File: src/pkg/ien_pkg.sv
// Package for the interrupt-enable block of the two-wire bus controller.
// Assumes a 32-bit AXI4-Lite register bus and one clock domain.
package ien_pkg;

  // ******************************************
  // Register map
  // ******************************************
  localparam logic [11:0] IEN_ADDR_ENABLE_SET = 12'h008; // Enable set and read
  localparam logic [11:0] IEN_ADDR_ENABLE_CLEAR = 12'h00C; // Enable clear, write only
  localparam logic [11:0] IEN_ADDR_FLAGS = 12'h004; // Flag view, read only

  // ******************************************
  // Field positions
  // ******************************************
  localparam int IEN_BIT_MST_PENDING = 0;
  localparam int IEN_BIT_MST_ARB_LOST = 4;
  localparam int IEN_BIT_MST_SS_ERR = 6;
  localparam int IEN_BIT_SLV_PENDING = 8;
  localparam int IEN_BIT_SLV_NO_STRETCH = 11;
  localparam int IEN_BIT_SLV_DESELECT = 15;
  localparam int IEN_BIT_MON_READY = 16;
  localparam int IEN_BIT_MON_OVERRUN = 17;
  localparam int IEN_BIT_MON_IDLE = 19;
  localparam int IEN_BIT_EVENT_TIMEOUT = 24;
  localparam int IEN_BIT_CLK_LOW_TIMEOUT = 25;

  // Positions that hold an enable
  localparam logic [31:0] IEN_IMPL_MASK = 32'h030B_8951;
  // Value after reset: all disabled
  localparam logic [31:0] IEN_RESET_VALUE = 32'h0000_0000;

  // AXI responses
  localparam logic [1:0] IEN_RESP_OKAY = 2'h0;
  localparam logic [1:0] IEN_RESP_SLVERR = 2'h2;

  // Write side states
  typedef enum logic [1:0] {
    IEN_W_IDLE = 2'b00,
    IEN_W_RESP = 2'b01
  } ien_wstate_t;

  // Write request carried to the enable register
  typedef struct packed {
    logic set_strobe;
    logic clr_strobe;
    logic [31:0] data;
  } ien_wreq_t;

endpackage

File: src/hdl/ien_enable_reg.sv
// Enable register bank with set and clear strobes.
// Assumes strobes come from the bus slave on the same clock.
`timescale 1ns/10ps
`default_nettype none
module ien_enable_reg
  import ien_pkg::*;
(
  input wire logic aclk,
  input wire logic aresetn,
  input wire ien_wreq_t wreq,
  input wire logic [31:0] flags,
  output logic [31:0] enables,
  output logic irq
);

  // ******************************************
  // State
  // ******************************************
  typedef struct packed {
    logic [31:0] en; // Enable bits
    logic irq; // Request line
  } ien_reg_state_t;

  ien_reg_state_t state; // Registered copy
  ien_reg_state_t next_state; // Next copy

  // Clear overrides set in the same cycle, masked to real positions
  always_comb
  begin
    next_state = state;
    if (wreq.set_strobe)
    begin
      // Ones set, zeros keep
      next_state.en = state.en | (wreq.data & IEN_IMPL_MASK);
    end
    if (wreq.clr_strobe)
    begin
      // Ones clear
      next_state.en = state.en & ~(wreq.data & IEN_IMPL_MASK);
    end
    // Request held while any enabled flag stands
    next_state.irq = |(flags & state.en & IEN_IMPL_MASK);
  end

  // Register the state
  always_ff @(posedge aclk)
  begin
    if (!aresetn)
    begin
      state.en <= IEN_RESET_VALUE;
      state.irq <= 1'b0;
    end
    else
    begin
      state <= next_state;
    end
  end

  assign enables = state.en;
  assign irq = state.irq;

endmodule // ien_enable_reg
`default_nettype wire

File: src/hdl/ien_top.sv
// Interrupt enable set/clear block with AXI4-Lite slave.
// Assumes status flags arrive on aclk from the controller core.
`timescale 1ns/10ps
`default_nettype none
module ien_top
  import ien_pkg::*;
(
  input wire logic aclk,
  input wire logic aresetn,
  input wire logic [11:0] s_axi_awaddr,
  input wire logic s_axi_awvalid,
  output logic s_axi_awready,
  input wire logic [31:0] s_axi_wdata,
  input wire logic [3:0] s_axi_wstrb,
  input wire logic s_axi_wvalid,
  output logic s_axi_wready,
  output logic [1:0] s_axi_bresp,
  output logic s_axi_bvalid,
  input wire logic s_axi_bready,
  input wire logic [11:0] s_axi_araddr,
  input wire logic s_axi_arvalid,
  output logic s_axi_arready,
  output logic [31:0] s_axi_rdata,
  output logic [1:0] s_axi_rresp,
  output logic s_axi_rvalid,
  input wire logic s_axi_rready,
  input wire logic [31:0] status_flags,
  output logic irq
);

  // ******************************************
  // State
  // ******************************************
  typedef struct packed {
    ien_wstate_t wst; // Write phase
    logic aw_held; // Address captured
    logic [11:0] awaddr; // Captured address
    logic w_held; // Data captured
    logic [31:0] wdata; // Captured data
    logic [3:0] wstrb; // Captured strobes
    logic awready; // Address ready
    logic wready; // Data ready
    logic bvalid; // Response valid
    logic [1:0] bresp; // Response code
    logic arready; // Read address ready
    logic rvalid; // Read data valid
    logic [31:0] rdata; // Read data
    logic [1:0] rresp; // Read code
    ien_wreq_t wreq; // Strobe to enable bank
  } ien_top_state_t;

  ien_top_state_t state; // Registered copy
  ien_top_state_t next_state; // Next copy
  logic [31:0] enables; // Enable bits from bank
  logic bank_irq; // Request from bank

  // ******************************************
  // Enable bank
  // ******************************************
  ien_enable_reg u_bank (
    .aclk(aclk),
    .aresetn(aresetn),
    .wreq(state.wreq),
    .flags(status_flags),
    .enables(enables),
    .irq(bank_irq)
  );

  // ******************************************
  // Bus slave
  // ******************************************
  // Address and data taken in either order, one write at a time
  always_comb
  begin
    next_state = state;
    next_state.wreq = '0;
    // Address capture
    if (state.awready && s_axi_awvalid)
    begin
      next_state.aw_held = 1'b1;
      next_state.awaddr = s_axi_awaddr;
      next_state.awready = 1'b0;
    end
    // Data capture
    if (state.wready && s_axi_wvalid)
    begin
      next_state.w_held = 1'b1;
      next_state.wdata = s_axi_wdata;
      next_state.wstrb = s_axi_wstrb;
      next_state.wready = 1'b0;
    end
    case (state.wst)
      IEN_W_IDLE:
      begin
        // Both halves in: act and answer
        if (state.aw_held && state.w_held)
        begin
          next_state.bvalid = 1'b1;
          next_state.bresp = IEN_RESP_OKAY;
          next_state.wst = IEN_W_RESP;
          // Partial strobes act only on written lanes
          next_state.wreq.data = state.wdata & {{8{state.wstrb[3]}}, {8{state.wstrb[2]}},
            {8{state.wstrb[1]}}, {8{state.wstrb[0]}}};
          if (state.awaddr[11:2] == IEN_ADDR_ENABLE_SET[11:2])
          begin
            next_state.wreq.set_strobe = 1'b1;
          end
          else if (state.awaddr[11:2] == IEN_ADDR_ENABLE_CLEAR[11:2])
          begin
            next_state.wreq.clr_strobe = 1'b1;
          end
          else
          begin
            // Flag view is read only; others unmapped
            next_state.bresp = IEN_RESP_SLVERR;
          end
        end
      end
      IEN_W_RESP:
      begin
        // Hold response until taken, then reopen
        if (s_axi_bready)
        begin
          next_state.bvalid = 1'b0;
          next_state.aw_held = 1'b0;
          next_state.w_held = 1'b0;
          next_state.awready = 1'b1;
          next_state.wready = 1'b1;
          next_state.wst = IEN_W_IDLE;
        end
      end
      default:
      begin
        next_state.wst = IEN_W_IDLE;
      end
    endcase
    // Read path: one read at a time
    if (state.arready && s_axi_arvalid)
    begin
      next_state.arready = 1'b0;
      next_state.rvalid = 1'b1;
      next_state.rresp = IEN_RESP_OKAY;
      if (s_axi_araddr[11:2] == IEN_ADDR_ENABLE_SET[11:2])
      begin
        // Reserved bits read zero
        next_state.rdata = enables & IEN_IMPL_MASK;
      end
      else if (s_axi_araddr[11:2] == IEN_ADDR_FLAGS[11:2])
      begin
        next_state.rdata = status_flags;
      end
      else if (s_axi_araddr[11:2] == IEN_ADDR_ENABLE_CLEAR[11:2])
      begin
        // Write only: reads zero
        next_state.rdata = 32'h0000_0000;
      end
      else
      begin
        next_state.rdata = 32'h0000_0000;
        next_state.rresp = IEN_RESP_SLVERR;
      end
    end
    else if (state.rvalid && s_axi_rready)
    begin
      next_state.rvalid = 1'b0;
      next_state.arready = 1'b1;
    end
  end

  // Register the state
  always_ff @(posedge aclk)
  begin
    if (!aresetn)
    begin
      state <= '0;
      state.wst <= IEN_W_IDLE;
      state.awready <= 1'b1;
      state.wready <= 1'b1;
      state.arready <= 1'b1;
    end
    else
    begin
      state <= next_state;
    end
  end

  // Outputs straight from flops
  assign s_axi_awready = state.awready;
  assign s_axi_wready = state.wready;
  assign s_axi_bvalid = state.bvalid;
  assign s_axi_bresp = state.bresp;
  assign s_axi_arready = state.arready;
  assign s_axi_rvalid = state.rvalid;
  assign s_axi_rdata = state.rdata;
  assign s_axi_rresp = state.rresp;
  assign irq = bank_irq;

  // ******************************************
  // Checks
  // ******************************************
  property p_set_write;
    @(posedge aclk) disable iff (!aresetn)
    state.wreq.set_strobe |=>
      ((enables & $past(state.wreq.data) & IEN_IMPL_MASK) == ($past(state.wreq.data) & IEN_IMPL_MASK));
  endproperty
  a_set_write: assert property (p_set_write) else $error("set write missed");

  property p_set_keeps;
    @(posedge aclk) disable iff (!aresetn)
    (state.wreq.set_strobe && !state.wreq.clr_strobe) |=> ((enables & $past(enables)) == $past(enables));
  endproperty
  a_set_keeps: assert property (p_set_keeps) else $error("set cleared a bit");

  property p_clr_write;
    @(posedge aclk) disable iff (!aresetn)
    state.wreq.clr_strobe |=> ((enables & $past(state.wreq.data)) == 32'h0000_0000);
  endproperty
  a_clr_write: assert property (p_clr_write) else $error("clear write missed");

  property p_reserved_zero;
    @(posedge aclk) disable iff (!aresetn)
    (enables & ~IEN_IMPL_MASK) == 32'h0000_0000;
  endproperty
  a_reserved_zero: assert property (p_reserved_zero) else $error("reserved enable set");

  property p_read_enables;
    @(posedge aclk) disable iff (!aresetn)
    (state.arready && s_axi_arvalid && s_axi_araddr == IEN_ADDR_ENABLE_SET) |=>
      (s_axi_rvalid && s_axi_rdata == $past(enables));
  endproperty
  a_read_enables: assert property (p_read_enables) else $error("read data wrong");

  property p_irq_gate;
    @(posedge aclk) disable iff (!aresetn)
    1'b1 |=> (irq == |($past(status_flags) & $past(enables)));
  endproperty
  a_irq_gate: assert property (p_irq_gate) else $error("irq mismatch");

  property p_reset_off;
    @(posedge aclk)
    !aresetn |=> (enables == IEN_RESET_VALUE);
  endproperty
  a_reset_off: assert property (p_reset_off) else $error("enable after reset");

  property p_bvalid_hold;
    @(posedge aclk) disable iff (!aresetn)
    (s_axi_bvalid && !s_axi_bready) |=> s_axi_bvalid;
  endproperty
  a_bvalid_hold: assert property (p_bvalid_hold) else $error("bvalid dropped");

  // ******************************************
  // Enable bit and bus checks
  // ******************************************
  // Zero set write must leave every enable as it was
  property p_zero_keeps;
    @(posedge aclk) disable iff (!aresetn)
    (state.wreq.set_strobe && (state.wreq.data & IEN_IMPL_MASK) == 32'h0000_0000) |=>
      (enables == $past(enables));
  endproperty
  a_zero_keeps: assert property (p_zero_keeps) else $error("zero write changed enables");

  // Clear touches only the written ones
  property p_clr_keeps;
    @(posedge aclk) disable iff (!aresetn)
    state.wreq.clr_strobe |=>
      ((enables & ~$past(state.wreq.data)) == ($past(enables) & ~$past(state.wreq.data)));
  endproperty
  a_clr_keeps: assert property (p_clr_keeps) else $error("clear hit other enables");

  // Refused write leaves the bank alone
  property p_refused_no_effect;
    @(posedge aclk) disable iff (!aresetn)
    ($rose(s_axi_bvalid) && s_axi_bresp == IEN_RESP_SLVERR) |=> (enables == $past(enables));
  endproperty
  a_refused_no_effect: assert property (p_refused_no_effect) else $error("refused write acted");

  // Flags only at unsupported positions never raise the request
  property p_reserved_irq;
    @(posedge aclk) disable iff (!aresetn)
    ((status_flags & IEN_IMPL_MASK) == 32'h0000_0000) |=> !irq;
  endproperty
  a_reserved_irq: assert property (p_reserved_irq) else $error("reserved flag raised irq");

  // Both halves held: answer on the next edge
  property p_write_answer;
    @(posedge aclk) disable iff (!aresetn)
    (state.wst == IEN_W_IDLE && state.aw_held && state.w_held) |=> s_axi_bvalid;
  endproperty
  a_write_answer: assert property (p_write_answer) else $error("write answer late");

  // Read address taken: data next edge, address closed
  property p_read_answer;
    @(posedge aclk) disable iff (!aresetn)
    (s_axi_arready && s_axi_arvalid) |=> (s_axi_rvalid && !s_axi_arready);
  endproperty
  a_read_answer: assert property (p_read_answer) else $error("read answer late");

  // Six of the eleven per-source enables checked to land one edge after the strobe
  property p_mst_pending_on;
    @(posedge aclk) disable iff (!aresetn)
    (state.wreq.set_strobe && state.wreq.data[IEN_BIT_MST_PENDING]) |=> enables[IEN_BIT_MST_PENDING];
  endproperty
  a_mst_pending_on: assert property (p_mst_pending_on) else $error("master pending enable not set");

  property p_arb_lost_on;
    @(posedge aclk) disable iff (!aresetn)
    (state.wreq.set_strobe && state.wreq.data[IEN_BIT_MST_ARB_LOST]) |=> enables[IEN_BIT_MST_ARB_LOST];
  endproperty
  a_arb_lost_on: assert property (p_arb_lost_on) else $error("arbitration loss enable not set");

  property p_deselect_on;
    @(posedge aclk) disable iff (!aresetn)
    (state.wreq.set_strobe && state.wreq.data[IEN_BIT_SLV_DESELECT]) |=> enables[IEN_BIT_SLV_DESELECT];
  endproperty
  a_deselect_on: assert property (p_deselect_on) else $error("deselect enable not set");

  property p_mon_ready_on;
    @(posedge aclk) disable iff (!aresetn)
    (state.wreq.set_strobe && state.wreq.data[IEN_BIT_MON_READY]) |=> enables[IEN_BIT_MON_READY];
  endproperty
  a_mon_ready_on: assert property (p_mon_ready_on) else $error("monitor ready enable not set");

  property p_mon_idle_on;
    @(posedge aclk) disable iff (!aresetn)
    (state.wreq.set_strobe && state.wreq.data[IEN_BIT_MON_IDLE]) |=> enables[IEN_BIT_MON_IDLE];
  endproperty
  a_mon_idle_on: assert property (p_mon_idle_on) else $error("monitor idle enable not set");

  property p_clk_low_on;
    @(posedge aclk) disable iff (!aresetn)
    (state.wreq.set_strobe && state.wreq.data[IEN_BIT_CLK_LOW_TIMEOUT]) |=> enables[IEN_BIT_CLK_LOW_TIMEOUT];
  endproperty
  a_clk_low_on: assert property (p_clk_low_on) else $error("clock low enable not set");

  c_set: cover property (@(posedge aclk) disable iff (!aresetn) state.wreq.set_strobe);
  c_clr: cover property (@(posedge aclk) disable iff (!aresetn) state.wreq.clr_strobe);
  c_irq: cover property (@(posedge aclk) disable iff (!aresetn) $rose(irq));
  c_refused: cover property (@(posedge aclk) disable iff (!aresetn) s_axi_bvalid && s_axi_bresp == IEN_RESP_SLVERR);

endmodule // ien_top
`default_nettype wire

File: config.mk
export PLATFORM = sky130hd
export DESIGN_NAME = ien_top
export DESIGN_NICKNAME = d
export VERILOG_FILES = /design/src/pkg/ien_pkg.sv /design/src/hdl/ien_enable_reg.sv /design/src/hdl/ien_top.sv
export SDC_FILE = /design/constraint.sdc
export NUM_CORES = 1
export LEC_CHECK = 0
export BUFFER_PORTS_ARGS = -buffer_cell sky130_fd_sc_hd__buf_2
export CORE_ASPECT_RATIO = 1.2
export CORE_UTILIZATION = 50
export CTS_BUF_LIST = sky130_fd_sc_hd__clkbuf_4
export CTS_CLUSTER_DIAMETER = 100
export DETAILED_ROUTE_END_ITERATION = 12
export PLACE_DENSITY_LB_ADDON = 0.3
export SLEW_MARGIN = 20
export SYNTH_ARGS = -nofsm -noshare
export SYNTH_HDL_FRONTEND = slang
export SYNTH_SLANG_ARGS = --single-unit
File: constraint.sdc
create_clock -name aclk -period 1.5 [get_ports aclk]
set_input_delay 0 -clock aclk [delete_from_list [all_inputs] [get_ports aclk]]
set_output_delay 0 -clock aclk [all_outputs]
set_load 0.005 [all_outputs]
==> results.toml <==
[clocking]
cts-buffers-inserted = 9
cts.path.max_buffers = 2
cts_tree = "built"
h-tree-depth = 3
worstSkewPairLatency_ns = 0.45
clk_pin_slew_worst_paths_ns = 0.14
cts-root-buf = "clkbuf_4"
cts_sinks = 92

[placed_design]
gp_congestion = 0.7368
port_buffers = 113
dpl.hpwl_mm = 5.154

[setup_path]
r2r_cells = 3
critical_path_class = "reg2reg"
critPathLaunchType = "register"
cp_max_fo = 3
crit_path_end_kind = "register"
r2r_slack_ns = 0.05
r2r_end = "u_bank.irq"
worst-endpoint-arrival_ns = 1.79
rr_startpoint = "u_bank.enables[19]"
worstPathRequired_ns = 1.84

[synth]
yosys_warnings = 0
synth_area_per_cell_sq_um = 8.857
yosysUniqueCellTypes = 34
synthCells = 407
synthTopCellsByArea = "dfxtp_1 51%, a21oi_1 8.5%, nand2_1 8.0%, buf_4 7.5%, nand4_1 3.6%"
synth_edf_count = 0
synthXorXnorAreaFrac_pct = 0
synth-seq-area-share_pct = 51.09
synth_compound_area_share_pct = 18.29
synth_top_family_by_area = "simple AND/OR/NAND/NOR gates"
synth_top_area_share_pct = 51.09
synth_mux_area_share_pct = 0
synthFlopType = "dfxtp_1"
syn_area_sq_um = 3605
ys_seq_elements = 92
synth-simple-area-share_pct = 19.51
postSynth.asyncResetShare_pct = 0
synthAdderAreaFrac_pct = 0
synth_top_area_cell = "dfxtp_1"

[cells_and_area]
area_growth_pct = 37.17
fin_util_pct = 71.71
layout_commonest_cell = "buf_2"
drive_gt1_share_pct = 25.99
layout.nets = 652
layout_common_cells = "113 x buf_2, 92 x dfxtp_1, 77 x nand2_1"

[min_path]
min_path_type = "in2reg"
whs_endpoint = "s_axi_rdata[17]"
holdPathStages = 5
min-delay-start = "s_axi_araddr[2]"

[sta]
clock_skew_ns = 0.009098
relSlewSlack_pct = 56.31
worst_slew_pin_slew_ns = 0.6540
slew_violations = 0
min_period_ns = 1.451
setup_tns_ns = 0
hold_viol_final = 0
rsz0062_at_grt = "no"
setup_viol = 0
fin_crit_sh_pct = 96.76
max_freq_mhz = 689.0

[global_route]
gr-usage-met2_pct = 40.10
grt_first_pass_wirelength_mm = 13.54
grt_util_met1_pct = 26.45
grt_remaining_overflow = 0
met3_usage_pct = 4.498
grt_antenna_before_repair = 1
grt_max_degree = 60
busiest_layer = "met2"
grt_pass1_vias = 3107
grt_usage_pct = 23.13

[run_status]
status = "finished clean"

[floorplanning]
dieArea_sq_um = 7554
initial_core_util_pct = 52.28
die_w_microns = 79.51
ios = 141
coreArea_sq_um = 6895
fp-row-count = 33
dieHeight_microns = 95.01

[power]
p_total_mw = 4.781
p_per_area_nw_per_um2 = 966.8
p_leak_nw = 2.104
peakVddDrop_uv = 625.2

[routing]
drc = 0
wirelength_mm = 8.955
firstDrtPassIters = 4
viasPerCell = 5.292
antenna_left = 0
drt_iter0_markers = 172
routedWlPerCell_microns = 13.84
via_count = 3424

[job]
drv_cap = 0
==> through the flow <==
| step | instance area, sq um | hold WS (ns) | std cells | setup WS, ns |
|---|---|---|---|---|
| CTS | 4865 | 0.06048 | 637 | 0.02172 |
| global route | 4942 | 0.1529 | 646 | 0.02170 |
| detailed placement | 3995 | 0.2144 | 553 | 0.1437 |
| finish | 4945 | 0.1317 | 647 | 0.04861 |
| floorplan | 3608 | 0.1004 | 408 | 0.2213 |
| global placement | 3995 | 0.2068 | 553 | 0.1755 |
==> area by class of cell <==
cell class	instances	area, sq um
repair buffers	198	1401
multi-input cells	249	1388
diodes	2	5.005
fillers	512	1951
clock inverters	7	121.4
clock buffers	9	67.56
inverters	3	11.26
flip-flops and latches	92	1842
well taps	87	108.9
==> worst max path at each step <==
stage / start / to
floorplan: state[123] / state[33]
global placement: state[123] / state[33]
detailed placement: state[123] / state[33]
CTS: s_axi_araddr[6] / s_axi_rresp[1]
global route: u_bank.enables[19] / u_bank.irq
finish: u_bank.enables[19] / u_bank.irq
==> cells by family after synthesis <==
family / after synthesis
buffers and inverters: 67
flip-flops: 92
AND/OR/NAND/NOR: 139
other: 1
AO/OA/AOI/OAI: 108
==> Yosys cell counts, types with 3 or more instances <==
master and number:
a21oi_1 61, clkbuf_1 19, a211oi_1 11, and2_1 3, o21ai_0 3, nand2_1 77
nor2b_1 3, and3_1 12, o31ai_1 11, dfxtp_1 92, nand3_1 12, a22oi_1 11
buf_2 8, buf_4 36, nand4_1 21
==> per-layer routing <==
metal / routed length (microns) / part of all wire, %
met1: 3644 / 41
met2: 4437 / 50
met3: 464 / 5.2
met4: 409 / 4.6
met5: 0 / 0
==> state kept, by name, indices dropped and copies added (netlist names) <==
signal          count
u_bank.irq          1
s_axi_bvalid        1
s_axi_awready       1
s_axi_bresp         1
state              41
s_axi_rvalid        1
s_axi_rdata        32
s_axi_wready        1
s_axi_arready       1
s_axi_rresp         1
u_bank.enables     11
==> what timing repair did <==
item,in CTS,in global routing
hold buffers,68,7
gates resized for setup,0,0
setup buffers,0,2
endpoints found under the hold margin,67,1
setup endpoints to repair,0,1
==> report_power, final <==
group	total, mW	internal [mW]	switching (mW)
Combinational	0.528	0.283	0.245
Sequential	2.54	2.50	0.0356
Clock	1.71	0.859	0.855
Total	4.78	3.65	1.14
==> worst max-delay path, stage by stage (launching register included) <==
cell	delay (ns)
dfxtp_1	0.36
a222oi_1	0.31
dlygate4sd3_1	0.60
a31oi_1	0.07
No activity file was read; power rests on OpenSTA's default activity.
